==> config.mk <==
export PLATFORM = sky130hd
export DESIGN_NAME = pcma_port_config
export DESIGN_NICKNAME = d
export VERILOG_FILES = /design/src/inc/pcma_pkg.sv /design/src/rtl/pcma_decode.sv /design/src/rtl/pcma_port_config.sv
export VERILOG_INCLUDE_DIRS = /design/src /design/src/inc
export SDC_FILE = /design/constraint.sdc
export NUM_CORES = 1
export LEC_CHECK = 0
export BUFFER_PORTS_ARGS = -buffer_cell sky130_fd_sc_hd__buf_2
export CAP_MARGIN = 5
export CORE_MARGIN = 2
export CORE_UTILIZATION = 55
export CTS_BUF_LIST = sky130_fd_sc_hd__clkbuf_8
export DETAILED_ROUTE_END_ITERATION = 10
export PLACE_DENSITY = 0.83
export SYNTH_ARGS = -nofsm -noshare
export SYNTH_HDL_FRONTEND = slang
export SYNTH_SLANG_ARGS = --single-unit
==> constraint.sdc <==
create_clock -name clk_sys -period 4.18 [get_ports clk_sys]
set_input_delay 0.209 -clock clk_sys [delete_from_list [all_inputs] [get_ports clk_sys]]
set_output_delay 0.209 -clock clk_sys [all_outputs]
set_load 0.03 [all_outputs]
==> src/inc/pcma_params.svh <==
// Constants for the port configuration mode access block.
// Included by the design files; definitions only.
`ifndef PCMA_PARAMS_SVH
`define PCMA_PARAMS_SVH
`define PCMA_SEL_RESET 5'h1F
`define PCMA_SEL_WRITE_BIT 4
`define PCMA_CFG_RESET 8'hFF
`define PCMA_CODE_CAP_L 4'h0
`define PCMA_CODE_CTRL_A 4'h7
`define PCMA_CODE_CMP 4'h8
`define PCMA_CODE_WKPND 4'h9
`define PCMA_CODE_WKED 4'hA
`define PCMA_CODE_WKEN 4'hB
`define PCMA_CODE_SCHMITT 4'hC
`define PCMA_CODE_LEVEL 4'hD
`define PCMA_CODE_PULLUP 4'hE
`define PCMA_CODE_DIR 4'hF
`define PCMA_CODE_CLR_T1 5'h10
`define PCMA_PORT_A 3'h0
`define PCMA_PORT_B 3'h1
`define PCMA_PORT_C 3'h2
`define PCMA_PORT_E 3'h4
`define PCMA_NUM_PORTS 5
`endif

==> src/inc/pcma_pkg.sv <==
// Types for the port configuration mode access block.
// Uses no numeric constants; those stay in pcma_params.svh.
package pcma_pkg;
  typedef enum logic [1:0] {
    PCMA_OP_NONE,
    PCMA_OP_READ,
    PCMA_OP_WRITE,
    PCMA_OP_SWAP
  } pcma_op_e;
  // One decoded port-control move
  typedef struct packed {
    pcma_op_e op;
    logic [2:0] cls;
  } pcma_dec_s;
endpackage : pcma_pkg

==> src/rtl/pcma_decode.sv <==
// Decoder from selector code and port to the action of a port-control move.
// Combinational; assumes the core presents a stable selector and port.
`timescale 1ns/1ns
`default_nettype none
`include "pcma_params.svh"
module pcma_decode
  import pcma_pkg::*;
(
  input wire logic [4:0] sel,
  input wire logic [2:0] port,
  output pcma_dec_s dec
);
  logic [3:0] code;
  logic wr;
  assign code = sel[3:0];
  assign wr = sel[`PCMA_SEL_WRITE_BIT];
  // Classify: 0 timer, 1 comparator, 2 pending, 3 edge, 4 enable, 5 schmitt, 6 cfg, 7 clear
  always_comb
  begin
    dec.op = PCMA_OP_NONE;
    dec.cls = 3'h0;
    if (code <= `PCMA_CODE_CTRL_A)
    begin
      if (port == `PCMA_PORT_B || port == `PCMA_PORT_C)
      begin
        if (!wr)
        begin
          dec.op = PCMA_OP_READ;
        end
        else if (code >= 4'h2)
        begin
          dec.op = PCMA_OP_WRITE;
        end
        else if (sel == `PCMA_CODE_CLR_T1 && port == `PCMA_PORT_B)
        begin
          dec.op = PCMA_OP_WRITE;
          dec.cls = 3'h7;
        end
      end
    end
    else if (code <= `PCMA_CODE_WKEN)
    begin
      if (port == `PCMA_PORT_B)
      begin
        dec.cls = 3'(code - `PCMA_CODE_CMP + 4'h1);
        dec.op = (code <= `PCMA_CODE_WKPND) ? PCMA_OP_SWAP : PCMA_OP_WRITE;
      end
    end
    else if (code == `PCMA_CODE_SCHMITT)
    begin
      if (port != `PCMA_PORT_A && port <= `PCMA_PORT_E)
      begin
        dec.cls = 3'h5;
        dec.op = wr ? PCMA_OP_WRITE : PCMA_OP_READ;
      end
    end
    else if (port <= `PCMA_PORT_E)
    begin
      dec.cls = 3'h6;
      dec.op = wr ? PCMA_OP_WRITE : PCMA_OP_READ;
    end
  end
endmodule : pcma_decode
`default_nettype wire

==> src/rtl/pcma_port_config.sv <==
// Port configuration mode access: selector register and per-port config registers.
// Assumes the core gives one-cycle strobes for each special move and holds w_in
// steady with them; the timer register files sit outside and answer on timer_rd_data.
// What this block does
// Selector has no data address; literal move loads low four bits only.
// Move from working register loads five bits; reverse move returns selector.
// Software should avoid reserved selector codes.
// Selector resets to 1Fh, giving direction-register writes.
// Selector bit 4 low: port move reads target into working register.
// Selector bit 4 high: port move writes working register into target.
// Comparator and wakeup-pending on port B always swap with working register.
// Wakeup edge and enable on port B are always written.
// Selector holds its value until software writes it again.
// Timer capture, compare, control reads/writes on ports B, C; 10h clears timer 1.
// 0Ch Schmitt for B-E; 0Dh-0Fh level, pullup, direction for all ports.
// Direction bit 1 input, 0 output; resets to 1.
// Pullup bit 1 disconnects, 0 connects; resets to 1.
// Level bit 1 TTL, 0 CMOS, with Schmitt off; resets to 1.
// Software waits over two cycles after level or Schmitt changes.
// Schmitt bit 0 enables, 1 disables; resets to 1.
// Wakeup enable bit 0 enables port B pin wakeup; resets to 1.
// Unmapped code and port combinations change nothing.
`timescale 1ns/1ns
`default_nettype none
`include "pcma_params.svh"
module pcma_port_config
  import pcma_pkg::*;
#(
  parameter int NPORTS = `PCMA_NUM_PORTS
)
(
  input wire logic clk_sys,
  input wire logic reset_n,
  input wire logic sel_lit_wr,
  input wire logic [3:0] sel_lit,
  input wire logic sel_w_wr,
  input wire logic port_mv,
  input wire logic [2:0] port_mv_idx,
  input wire logic [7:0] w_in,
  input wire logic [7:0] timer_rd_data,
  input wire logic [7:0] cmp_status,
  input wire logic [7:0] wake_events,
  output logic [4:0] access_selector,
  output logic w_load,
  output logic [7:0] w_out,
  output logic timer_rd,
  output logic timer_wr,
  output logic timer_clear,
  output logic [3:0] timer_code,
  output logic timer_sel_c,
  output logic [7:0] timer_wr_data,
  output logic [NPORTS*8-1:0] pin_direction,
  output logic [NPORTS*8-1:0] pullup_disable,
  output logic [NPORTS*8-1:0] input_threshold_select,
  output logic [NPORTS*8-1:0] schmitt_disable,
  output logic [7:0] comparator_control,
  output logic [7:0] wakeup_pending,
  output logic [7:0] wakeup_edge_select,
  output logic [7:0] wakeup_enable
);
  logic [4:0] sel_reg;
  pcma_dec_s dec;
  logic [7:0] cfg_rd;
  logic [7:0] sw_rd;
  logic [1:0] cfg_kind;

  pcma_decode i_pcma_decode (
    .sel(sel_reg),
    .port(port_mv_idx),
    .dec(dec)
  );

  // Picks the byte of port p out of a packed per-port register
  function automatic logic [7:0] cfg_pick(input logic [NPORTS*8-1:0] v, input logic [2:0] p);
    cfg_pick = v[p*8 +: 8];
  endfunction : cfg_pick

  assign cfg_kind = sel_reg[1:0];

  // Selector register: not in the data map, only special moves reach it
  always_ff @(posedge clk_sys)
  begin
    if (!reset_n)
    begin
      sel_reg <= `PCMA_SEL_RESET;
    end
    else if (sel_w_wr)
    begin
      sel_reg <= w_in[4:0];
    end
    else if (sel_lit_wr)
    begin
      sel_reg <= {sel_reg[4], sel_lit};
    end
  end
  // Holds across port moves; no other path writes it
  assign access_selector = sel_reg;

  // Readback value for the current move
  always_comb
  begin
    cfg_rd = 8'h00;
    case (cfg_kind)
      2'h1: cfg_rd = cfg_pick(input_threshold_select, port_mv_idx);
      2'h2: cfg_rd = cfg_pick(pullup_disable, port_mv_idx);
      2'h3: cfg_rd = cfg_pick(pin_direction, port_mv_idx);
      default: cfg_rd = cfg_pick(schmitt_disable, port_mv_idx);
    endcase
    sw_rd = (dec.cls == 3'h1) ? comparator_control : wakeup_pending;
  end

  // Working register return path
  always_ff @(posedge clk_sys)
  begin
    if (!reset_n)
    begin
      w_load <= 1'b0;
      w_out <= 8'h00;
    end
    else
    begin
      w_load <= 1'b0;
      if (port_mv && dec.op == PCMA_OP_READ)
      begin
        w_load <= 1'b1;
        w_out <= (dec.cls == 3'h0) ? timer_rd_data : cfg_rd;
      end
      else if (port_mv && dec.op == PCMA_OP_SWAP)
      begin
        w_load <= 1'b1;
        w_out <= sw_rd;
      end
      // Unmapped moves leave the working register alone
    end
  end

  // Timer register strobes toward the timer blocks
  always_ff @(posedge clk_sys)
  begin
    if (!reset_n)
    begin
      timer_rd <= 1'b0;
      timer_wr <= 1'b0;
      timer_clear <= 1'b0;
      timer_code <= 4'h0;
      timer_sel_c <= 1'b0;
      timer_wr_data <= 8'h00;
    end
    else
    begin
      timer_rd <= port_mv && dec.op == PCMA_OP_READ && dec.cls == 3'h0;
      timer_wr <= port_mv && dec.op == PCMA_OP_WRITE && dec.cls == 3'h0;
      timer_clear <= port_mv && dec.op == PCMA_OP_WRITE && dec.cls == 3'h7;
      timer_code <= sel_reg[3:0];
      timer_sel_c <= (port_mv_idx == `PCMA_PORT_C);
      timer_wr_data <= w_in;
    end
  end
  // Timer read data must answer combinationally from access_selector and
  // port_mv_idx, since w_out takes it at the same edge as the move.

  // Per-port configuration registers, all reset to FFh
  always_ff @(posedge clk_sys)
  begin
    if (!reset_n)
    begin
      pin_direction <= {NPORTS{`PCMA_CFG_RESET}};
      pullup_disable <= {NPORTS{`PCMA_CFG_RESET}};
      input_threshold_select <= {NPORTS{`PCMA_CFG_RESET}};
      schmitt_disable <= {NPORTS{`PCMA_CFG_RESET}};
    end
    else if (port_mv && dec.op == PCMA_OP_WRITE)
    begin
      if (dec.cls == 3'h6)
      begin
        case (cfg_kind)
          2'h1: input_threshold_select[port_mv_idx*8 +: 8] <= w_in;
          2'h2: pullup_disable[port_mv_idx*8 +: 8] <= w_in;
          2'h3: pin_direction[port_mv_idx*8 +: 8] <= w_in;
          default: ;
        endcase
      end
      else if (dec.cls == 3'h5)
      begin
        schmitt_disable[port_mv_idx*8 +: 8] <= w_in;
      end
    end
  end

  // Port B comparator and wakeup registers
  always_ff @(posedge clk_sys)
  begin
    if (!reset_n)
    begin
      comparator_control <= `PCMA_CFG_RESET;
      wakeup_pending <= 8'h00;
      wakeup_edge_select <= `PCMA_CFG_RESET;
      wakeup_enable <= `PCMA_CFG_RESET;
    end
    else
    begin
      comparator_control[0] <= cmp_status[0];
      if (port_mv && dec.op == PCMA_OP_SWAP && dec.cls == 3'h1)
      begin
        comparator_control[7:1] <= w_in[7:1];
      end
      // New wakeup events win over the swap clear
      if (port_mv && dec.op == PCMA_OP_SWAP && dec.cls == 3'h2)
      begin
        wakeup_pending <= w_in | wake_events;
      end
      else
      begin
        wakeup_pending <= wakeup_pending | wake_events;
      end
      if (port_mv && dec.op == PCMA_OP_WRITE && dec.cls == 3'h3)
      begin
        wakeup_edge_select <= w_in;
      end
      if (port_mv && dec.op == PCMA_OP_WRITE && dec.cls == 3'h4)
      begin
        wakeup_enable <= w_in;
      end
    end
  end
endmodule : pcma_port_config
`default_nettype wire

* After elaboration in Yosys (flattened, before gate mapping)
Cells that the tools add are included.
Cells by class: add/subtract/negate cells 3, multiply operators 0, divide/modulo/power cells 0, order comparisons 5, equal/unequal tests 17, shift operators 6, mux-type cells 28, bitwise gates (word level) 3, reduce and logical (&&, ||, !) cells 21
Operators by type and width (number):
- $bwmux W40 | 4
- $shiftx A40 B7 Y8 | 4
- $mux W5 | 9
- $mux W8 | 5
- $shift A8 B34 Y40 const A | 1
- $shiftx A8 B34 Y40 | 1
- $neg A6 Y34 | 1
- $pmux W8 S3 | 1
- $or A8 B8 Y8 | 2
- $eq A3 B3 Y1 const B | 4
- $logic_and A1 B1 Y1 | 12
- $reduce_and A3 Y1 | 4
- $eq A3 B2 Y1 const B | 3
- $eq A2 B2 Y1 const B | 4
- $le A4 B4 Y1 const B | 2
- $eq A3 B1 Y1 const B | 2
- $mux W2 | 3
- $mux W3 | 2
- $eq A5 B5 Y1 const B | 1
- $eq A2 B1 Y1 const B | 2
- $eq A4 B4 Y1 const B | 1
- $ge A4 B2 Y1 const B | 1
- $le A4 B3 Y1 const B | 1
- $mux W4 | 1
- other kinds (9) | 12
Word-level totals: bits in registers 222, bits in latches 0, memory bits (writable) 0, bits in read-only memories 0, input port bits 44, output and inout port bits 222, word-level logic and storage cells 102, memories 0

* Logic depth before layout (Yosys ltp)
depth after elaboration 11, depth in mapped cells 14, mapped depth without buffers 10

* By module
Synthesis repeated with hierarchy kept, for this count alone.
Unflattened totals: cells, all modules 1152, area total of the unflattened synthesis 10177.3 µm²
Modules (own cells, without submodules):
- pcma_port_config | times used 1, cells an instance 1114, area an instance 9887.0 µm², seq. area each 4444.3 µm²
- pcma_decode | times used 1, cells an instance 38, area an instance 290.3 µm², seq. area each 0.0 µm²

* Least setup slack after synthesis
Ideal clock, no wire load.
kind input to register, start input port port_mv_idx[0], end register wakeup_pending[3], library setup time 0.115 ns, data arrival time 3.030 ns, data required time 4.065 ns, path slack 1.035 ns, stages on the path 11, buffers on the path 2, path through clkbuf_1 > buf_2 > inv_1 > ha_1 > ha_1 > nor2b_1 > o21ai_2 > o2111ai_4 > nor4b_4 > mux2_2 > o21a_1
Between the ends: longest elaborated chain between the ends 11, elaborated cells between the ends (all ways) 24, classes of those cells order compare: 1; eq/ne: 4; mux: 13; reduce/logical: 6
RTL lines:
- start: declaration | line pcma_port_config.sv:38 | input wire logic [2:0] port_mv_idx,
- branches (longest 6 deep; another with $le A3 B3 Y1)
- $mux W5 (*) | line pcma_decode.sv:22 | if (code <= `PCMA_CODE_CTRL_A)
- $eq A2 B2 Y1 | line pcma_port_config.sv:208 | if (port_mv && dec.op == PCMA_OP_SWAP && dec.cls == 3'h2)
- $logic_and A1 B1 Y1 | line pcma_port_config.sv:208
- $logic_and A1 B1 Y1 (*) | line pcma_port_config.sv:208
- $mux W8 (*) | line pcma_port_config.sv:208
- end signal: assignment | line pcma_port_config.sv:210 | wakeup_pending <= w_in | wake_events;
- end signal: assignment | line pcma_port_config.sv:214 | wakeup_pending <= wakeup_pending | wake_events;
- end: declaration | line pcma_port_config.sv:57 | output logic [7:0] wakeup_pending,
Every way passes the cells marked *. A chain may end at the register's enable or synchronous reset.

* Worst setup path in the final report
start register sel_reg[1], in the netlist access_selector[1], end register input_threshold_select[23]
Between the ends: longest elaborated chain between the ends 10, elaborated cells between the ends (all ways) 25, classes of those cells add/sub: 2; order compare: 4; eq/ne: 5; mux: 11; reduce/logical: 3
RTL lines:
- start: declaration | line pcma_port_config.sv:61 | logic [4:0] sel_reg;
- start signal: assignment | line pcma_port_config.sv:85 | sel_reg <= `PCMA_SEL_RESET;
- start signal: assignment | line pcma_port_config.sv:89 | sel_reg <= w_in[4:0];
- start signal: assignment | line pcma_port_config.sv:93 | sel_reg <= {sel_reg[4], sel_lit};
- branches (longest 9 deep; another with $sub A3 B1 Y3)
- $reduce_and A3 Y1 (no source line) (*)
- end signal: assignment | line pcma_port_config.sv:169 | input_threshold_select <= {NPORTS{`PCMA_CFG_RESET}};
- end signal: indexed assignment | line pcma_port_config.sv:177 | 2'h1: input_threshold_select[port_mv_idx*8 +: 8] <= w_in;
- end: declaration | line pcma_port_config.sv:54 | output logic [NPORTS*8-1:0] input_threshold_select,
Marks and branches as above.

==> out/results.md <==
| Quantity | Reported | Unit |
| --- | --- | --- |
| Worst setup SP type | register | - |
| Hold path depth | 5 | - |
| CTS tree | built | - |
| Number of placed instances, taps included | 1505 | - |
| Kind of cell with the highest combined delay on the critical path | simple AND/OR/NAND/NOR gates | - |
| Average wire per standard cell | 21.3 | um |
| Synthesized-area fraction occupied by xor and xnor cells | 0 | % |
| Final core occ | 68.3 | % |
| DRC marker count from the first detailed-route iteration | 1020 | - |
| Cell Rows | 49 | - |
| Root buffer selected by CTS | clkbuf_8 | - |
| Longest individual stage delay on the worst path | 0.74 | ns |
| Number of fillers in the final layout | 1465 | - |
| Top fanout value on the critical path | 12 | - |
| Flops & latches, synth | 222 | - |
| Adder-cell share of the synthesized area | 1.37 | % |
| Post-layout instance area | 12200 | sq um |
| Largest vdd supply drop | 0.346 | mV |
| Top cells by area, synth | dfxtp_1, o211ai_1, mux2i_1 | - |
| Max Buffers Root-to-Sink | 3 | - |
| Clock buffer count from CTS | 37 | - |
| I/O Buffers | 258 | - |
| PwrDens | 394 | nW/um^2 |
| Depth of the worst register-to-register path | 8 | - |
| Initial core utilization | 56.0 | % |
| Overflow left after global routing | 0 | - |
| Clock Sink Count | 222 | - |
| Proportion of synthesized flip-flops having asynchronous set or reset | 0 | % |
| Post-DP HPWL | 22600 | um |
| First-pass iteration count of the detailed router | 5 | - |
| Fraction of synthesized cell area taken by the top area cell type | 44.4 | % |
| Total Negative Setup Slacks | 0 | ns |
| Max_cap viols | 0 | - |
| Run status | completed | - |
| First-pass GRT wire length | 51200 | um |
| Number of enable-type register cells in the synthesized netlist | 0 | - |
| Combinational family with the most area after synthesis | compound AO/OA/AOI/OAI gates | - |
| Number of antenna-violating nets in the routed design | 0 | - |
| Post-route insts no fill | 1582 | - |
| Multiplexer share of the synthesized area | 9.20 | % |
| Startpoint of the worst hold path | sel_lit[0] | - |
| Core Box Area | 17900 | sq um |
| Final nets | 1379 | - |
| Worst-Margin Slew | 0.917 | ns |
| Via count of the first global-routing pass | 9368 | - |
| Critical path's slowest cell | nor2_2 | - |
| Io pins | 266 | - |
| YS warnings | 0 | - |
| Number of hold violations in the final report | 0 | - |
| Share of synthesized area occupied by flip-flops and latches | 44.4 | % |
| Ratio of cells with drive above 1 in the final layout | 27.1 | % |
| CTS H-tree depth | 2 | - |
| Post-route total power | 4.82 | mW |
| GRT Total Usage | 32.9 | % |
| Synthesized instance count | 1096 | - |
| Average footprint of a synthesized cell | 9.14 | sq um |
| Type of the setup path with the least slack | register to register | - |
| Clk pin slew, worst setup/hold paths | 0.06 | ns |
| Post-synthesis simple-gate area fraction | 16.3 | % |
| Post-DR vias/cell | 6.26 | - |
| DR vias | 9910 | - |
| R2R Path Start | access_selector[1] | - |
| Worst skew pair latency | 0.53 | ns |
| DRC violations left | 0 | - |
| Layout Area Growth over Synthesis | 22.1 | % |
| Number of antenna violations at the first check in global routing | 1 | - |
| Capturing element type of the critical path | register | - |
| Total wirelength of the detailed-routed design | 33600 | um |
| Worst setup startpoint | access_selector[1] | - |
| Cell area reported after detailed placement | 11300 | sq um |
| Fin crit share | 80.7 | % |
| Number of pins exceeding their max-slew limit in the final report | 0 | - |
| Max frequency | 0.297 | GHz |
| Total nets after synthesis | 1151 | - |
| RSZ-0062 raised after global routing | false | - |
| Cell accounting for the most synthesized area | dfxtp_1 | - |
| Final setup violation count | 0 | - |
| Die span in x | 139 | um |
| Worst Path Required | 4.62 | ns |
| Dominant synthesized flop cell | dfxtp_1 | - |
| Share of the synthesized area in compound gates (AO/OA/AOI/OAI) | 24.3 | % |
| Post-Synthesis Cell Area | 10000 | sq um |
| Max-slew headroom | 38.5 | % |
| Vert. Die Dim | 139 | um |
| Overall die area | 19300 | sq um |
| Setup Skew | 0.0179 | ns |
| Routability-driven placement congestion ratio | 0.899 | - |
| Standby leakage power | 4.60 | nW |
| Count of buffering cells on the critical path with inverters included | 1 | - |
| Pin count of the biggest net entering global routing | 138 | - |
| Final min period | 3.37 | ns |
| Count of cell instances traversed by the critical path | 8 | - |
| Ordered cell list for the critical path | inv_1 > ha_1 > nor3_1 > o21ai_1 > o21a_1 > nand4b_1 > nor2_2 > mux2i_1 | - |
| Worst EP arrival | 3.81 | ns |
| Worst min-delay path class | input port to register | - |
| Number of distinct standard cells referenced by the synthesized netlist | 64 | - |
[power breakdown]
group	switching (mW)	internal [mW]	leakage [nW]
Combinational	0.433	0.188	2.35
Sequential	0.0246	2.15	1.81
Clock	0.878	1.15	0.443
Total	1.34	3.48	4.60
[cell usage in the layout (no fill, tap or decap), types with 10 or more instances in the layout]
master / netlist / final
buf_2: 14 / 257
dfxtp_1: 222 / 222
nand2_1: 162 / 162
o211ai_1: 119 / 119
o21ai_0: 114 / 114
mux2i_1: 82 / 82
clkbuf_8: 0 / 51
nor2b_1: 30 / 30
a22oi_1: 25 / 25
nand3_1: 24 / 24
buf_4: 3 / 20
inv_1: 11 / 19
a31oi_1: 16 / 16
and2_1: 15 / 15
a222oi_1: 15 / 15
nand4_1: 14 / 14
a21oi_1: 14 / 14
o21a_1: 11 / 11
ha_1: 11 / 11
nor2_1: 10 / 10
[per-stage QoR]
step | setup slack [ns] | hold slack, ns
after floorplan | 1.04 | 0.310
after global placement | 0.749 | 0.392
after detailed placement | 0.686 | 0.398
after CTS | 0.832 | 0.00633
after global routing | 0.678 | 0.0322
final | 0.807 | 0.0333
[Yosys cell counts (15+ instances only)]
| cell | n |
|---|---|
| a222oi_1 | 15 |
| nor2b_1 | 30 |
| dfxtp_1 | 222 |
| mux2i_1 | 82 |
| clkbuf_1 | 70 |
| a22oi_1 | 25 |
| o211ai_1 | 119 |
| and2_1 | 15 |
| nand3_1 | 24 |
| nand2_1 | 162 |
| o21ai_0 | 114 |
| a31oi_1 | 16 |
[final cells by class]
cell class / instances / area [sq um] / area share (%)
multi-input cells: 765 / 5120 / 41.9
diodes: 2 / 5.00 / 0.0409
flip-flops and latches: 222 / 4440 / 36.3
repair buffers: 287 / 1540 / 12.6
clock buffers: 51 / 702 / 5.74
well taps: 229 / 287 / 2.34
inverters: 11 / 41.3 / 0.338
clock inverters: 15 / 92.6 / 0.757
[registers in the layout (all words and copies together) (netlist names)]
register,count
timer_wr_data,8
timer_sel_c,1
comparator_control,8
timer_rd,1
w_load,1
timer_clear,1
wakeup_pending,8
wakeup_edge_select,8
pin_direction,40
wakeup_enable,8
access_selector,5
schmitt_disable,40
timer_wr,1
w_out,8
timer_code,4
input_threshold_select,40
pullup_disable,40
[logic make-up after synthesis]
kind of cell | Yosys count
AO/OA/AOI/OAI | 351
adder cells (fa/ha/maj) | 11
buffers and inverters | 109
flip-flops | 222
multiplexers | 91
AND/OR/NAND/NOR | 312
[path summary, 6_finish.rpt]
| path | end | slack (ns) |
|---|---|---|
| worst max-delay path | input_threshold_select[23] | 0.81 |
| worst min-delay path | access_selector[0] | 0.03 |
| worst max register to register | input_threshold_select[23] | 0.81 |
| worst min register to register | wakeup_enable[6] | 0.47 |
[tightest hold or removal path: cells and delay by family]
kind            cells  cell delay (ns)
simple gates        2             0.10
buf+inv             1             0.08
mux                 1             0.07
compound gates      1             0.06
[metal layers]
| layer | track usage, % | wire [um] | vias up |
|---|---|---|---|
| li1 | - | - | 4515 |
| met1 | 42.1 | 13000 | 4724 |
| met2 | 53.8 | 16000 | 556 |
| met3 | 6.01 | 3060 | 115 |
| met4 | 16.2 | 1640 | 0 |
| met5 | 0 | 0 | - |
[what timing repair did]
item	4_1_cts	5_1_grt
buffers inserted	0	0
hold endpoints to repair	9	0
hold buffers	9	0
gates resized for setup	0	0
Power figures use the tool's default switching activity.
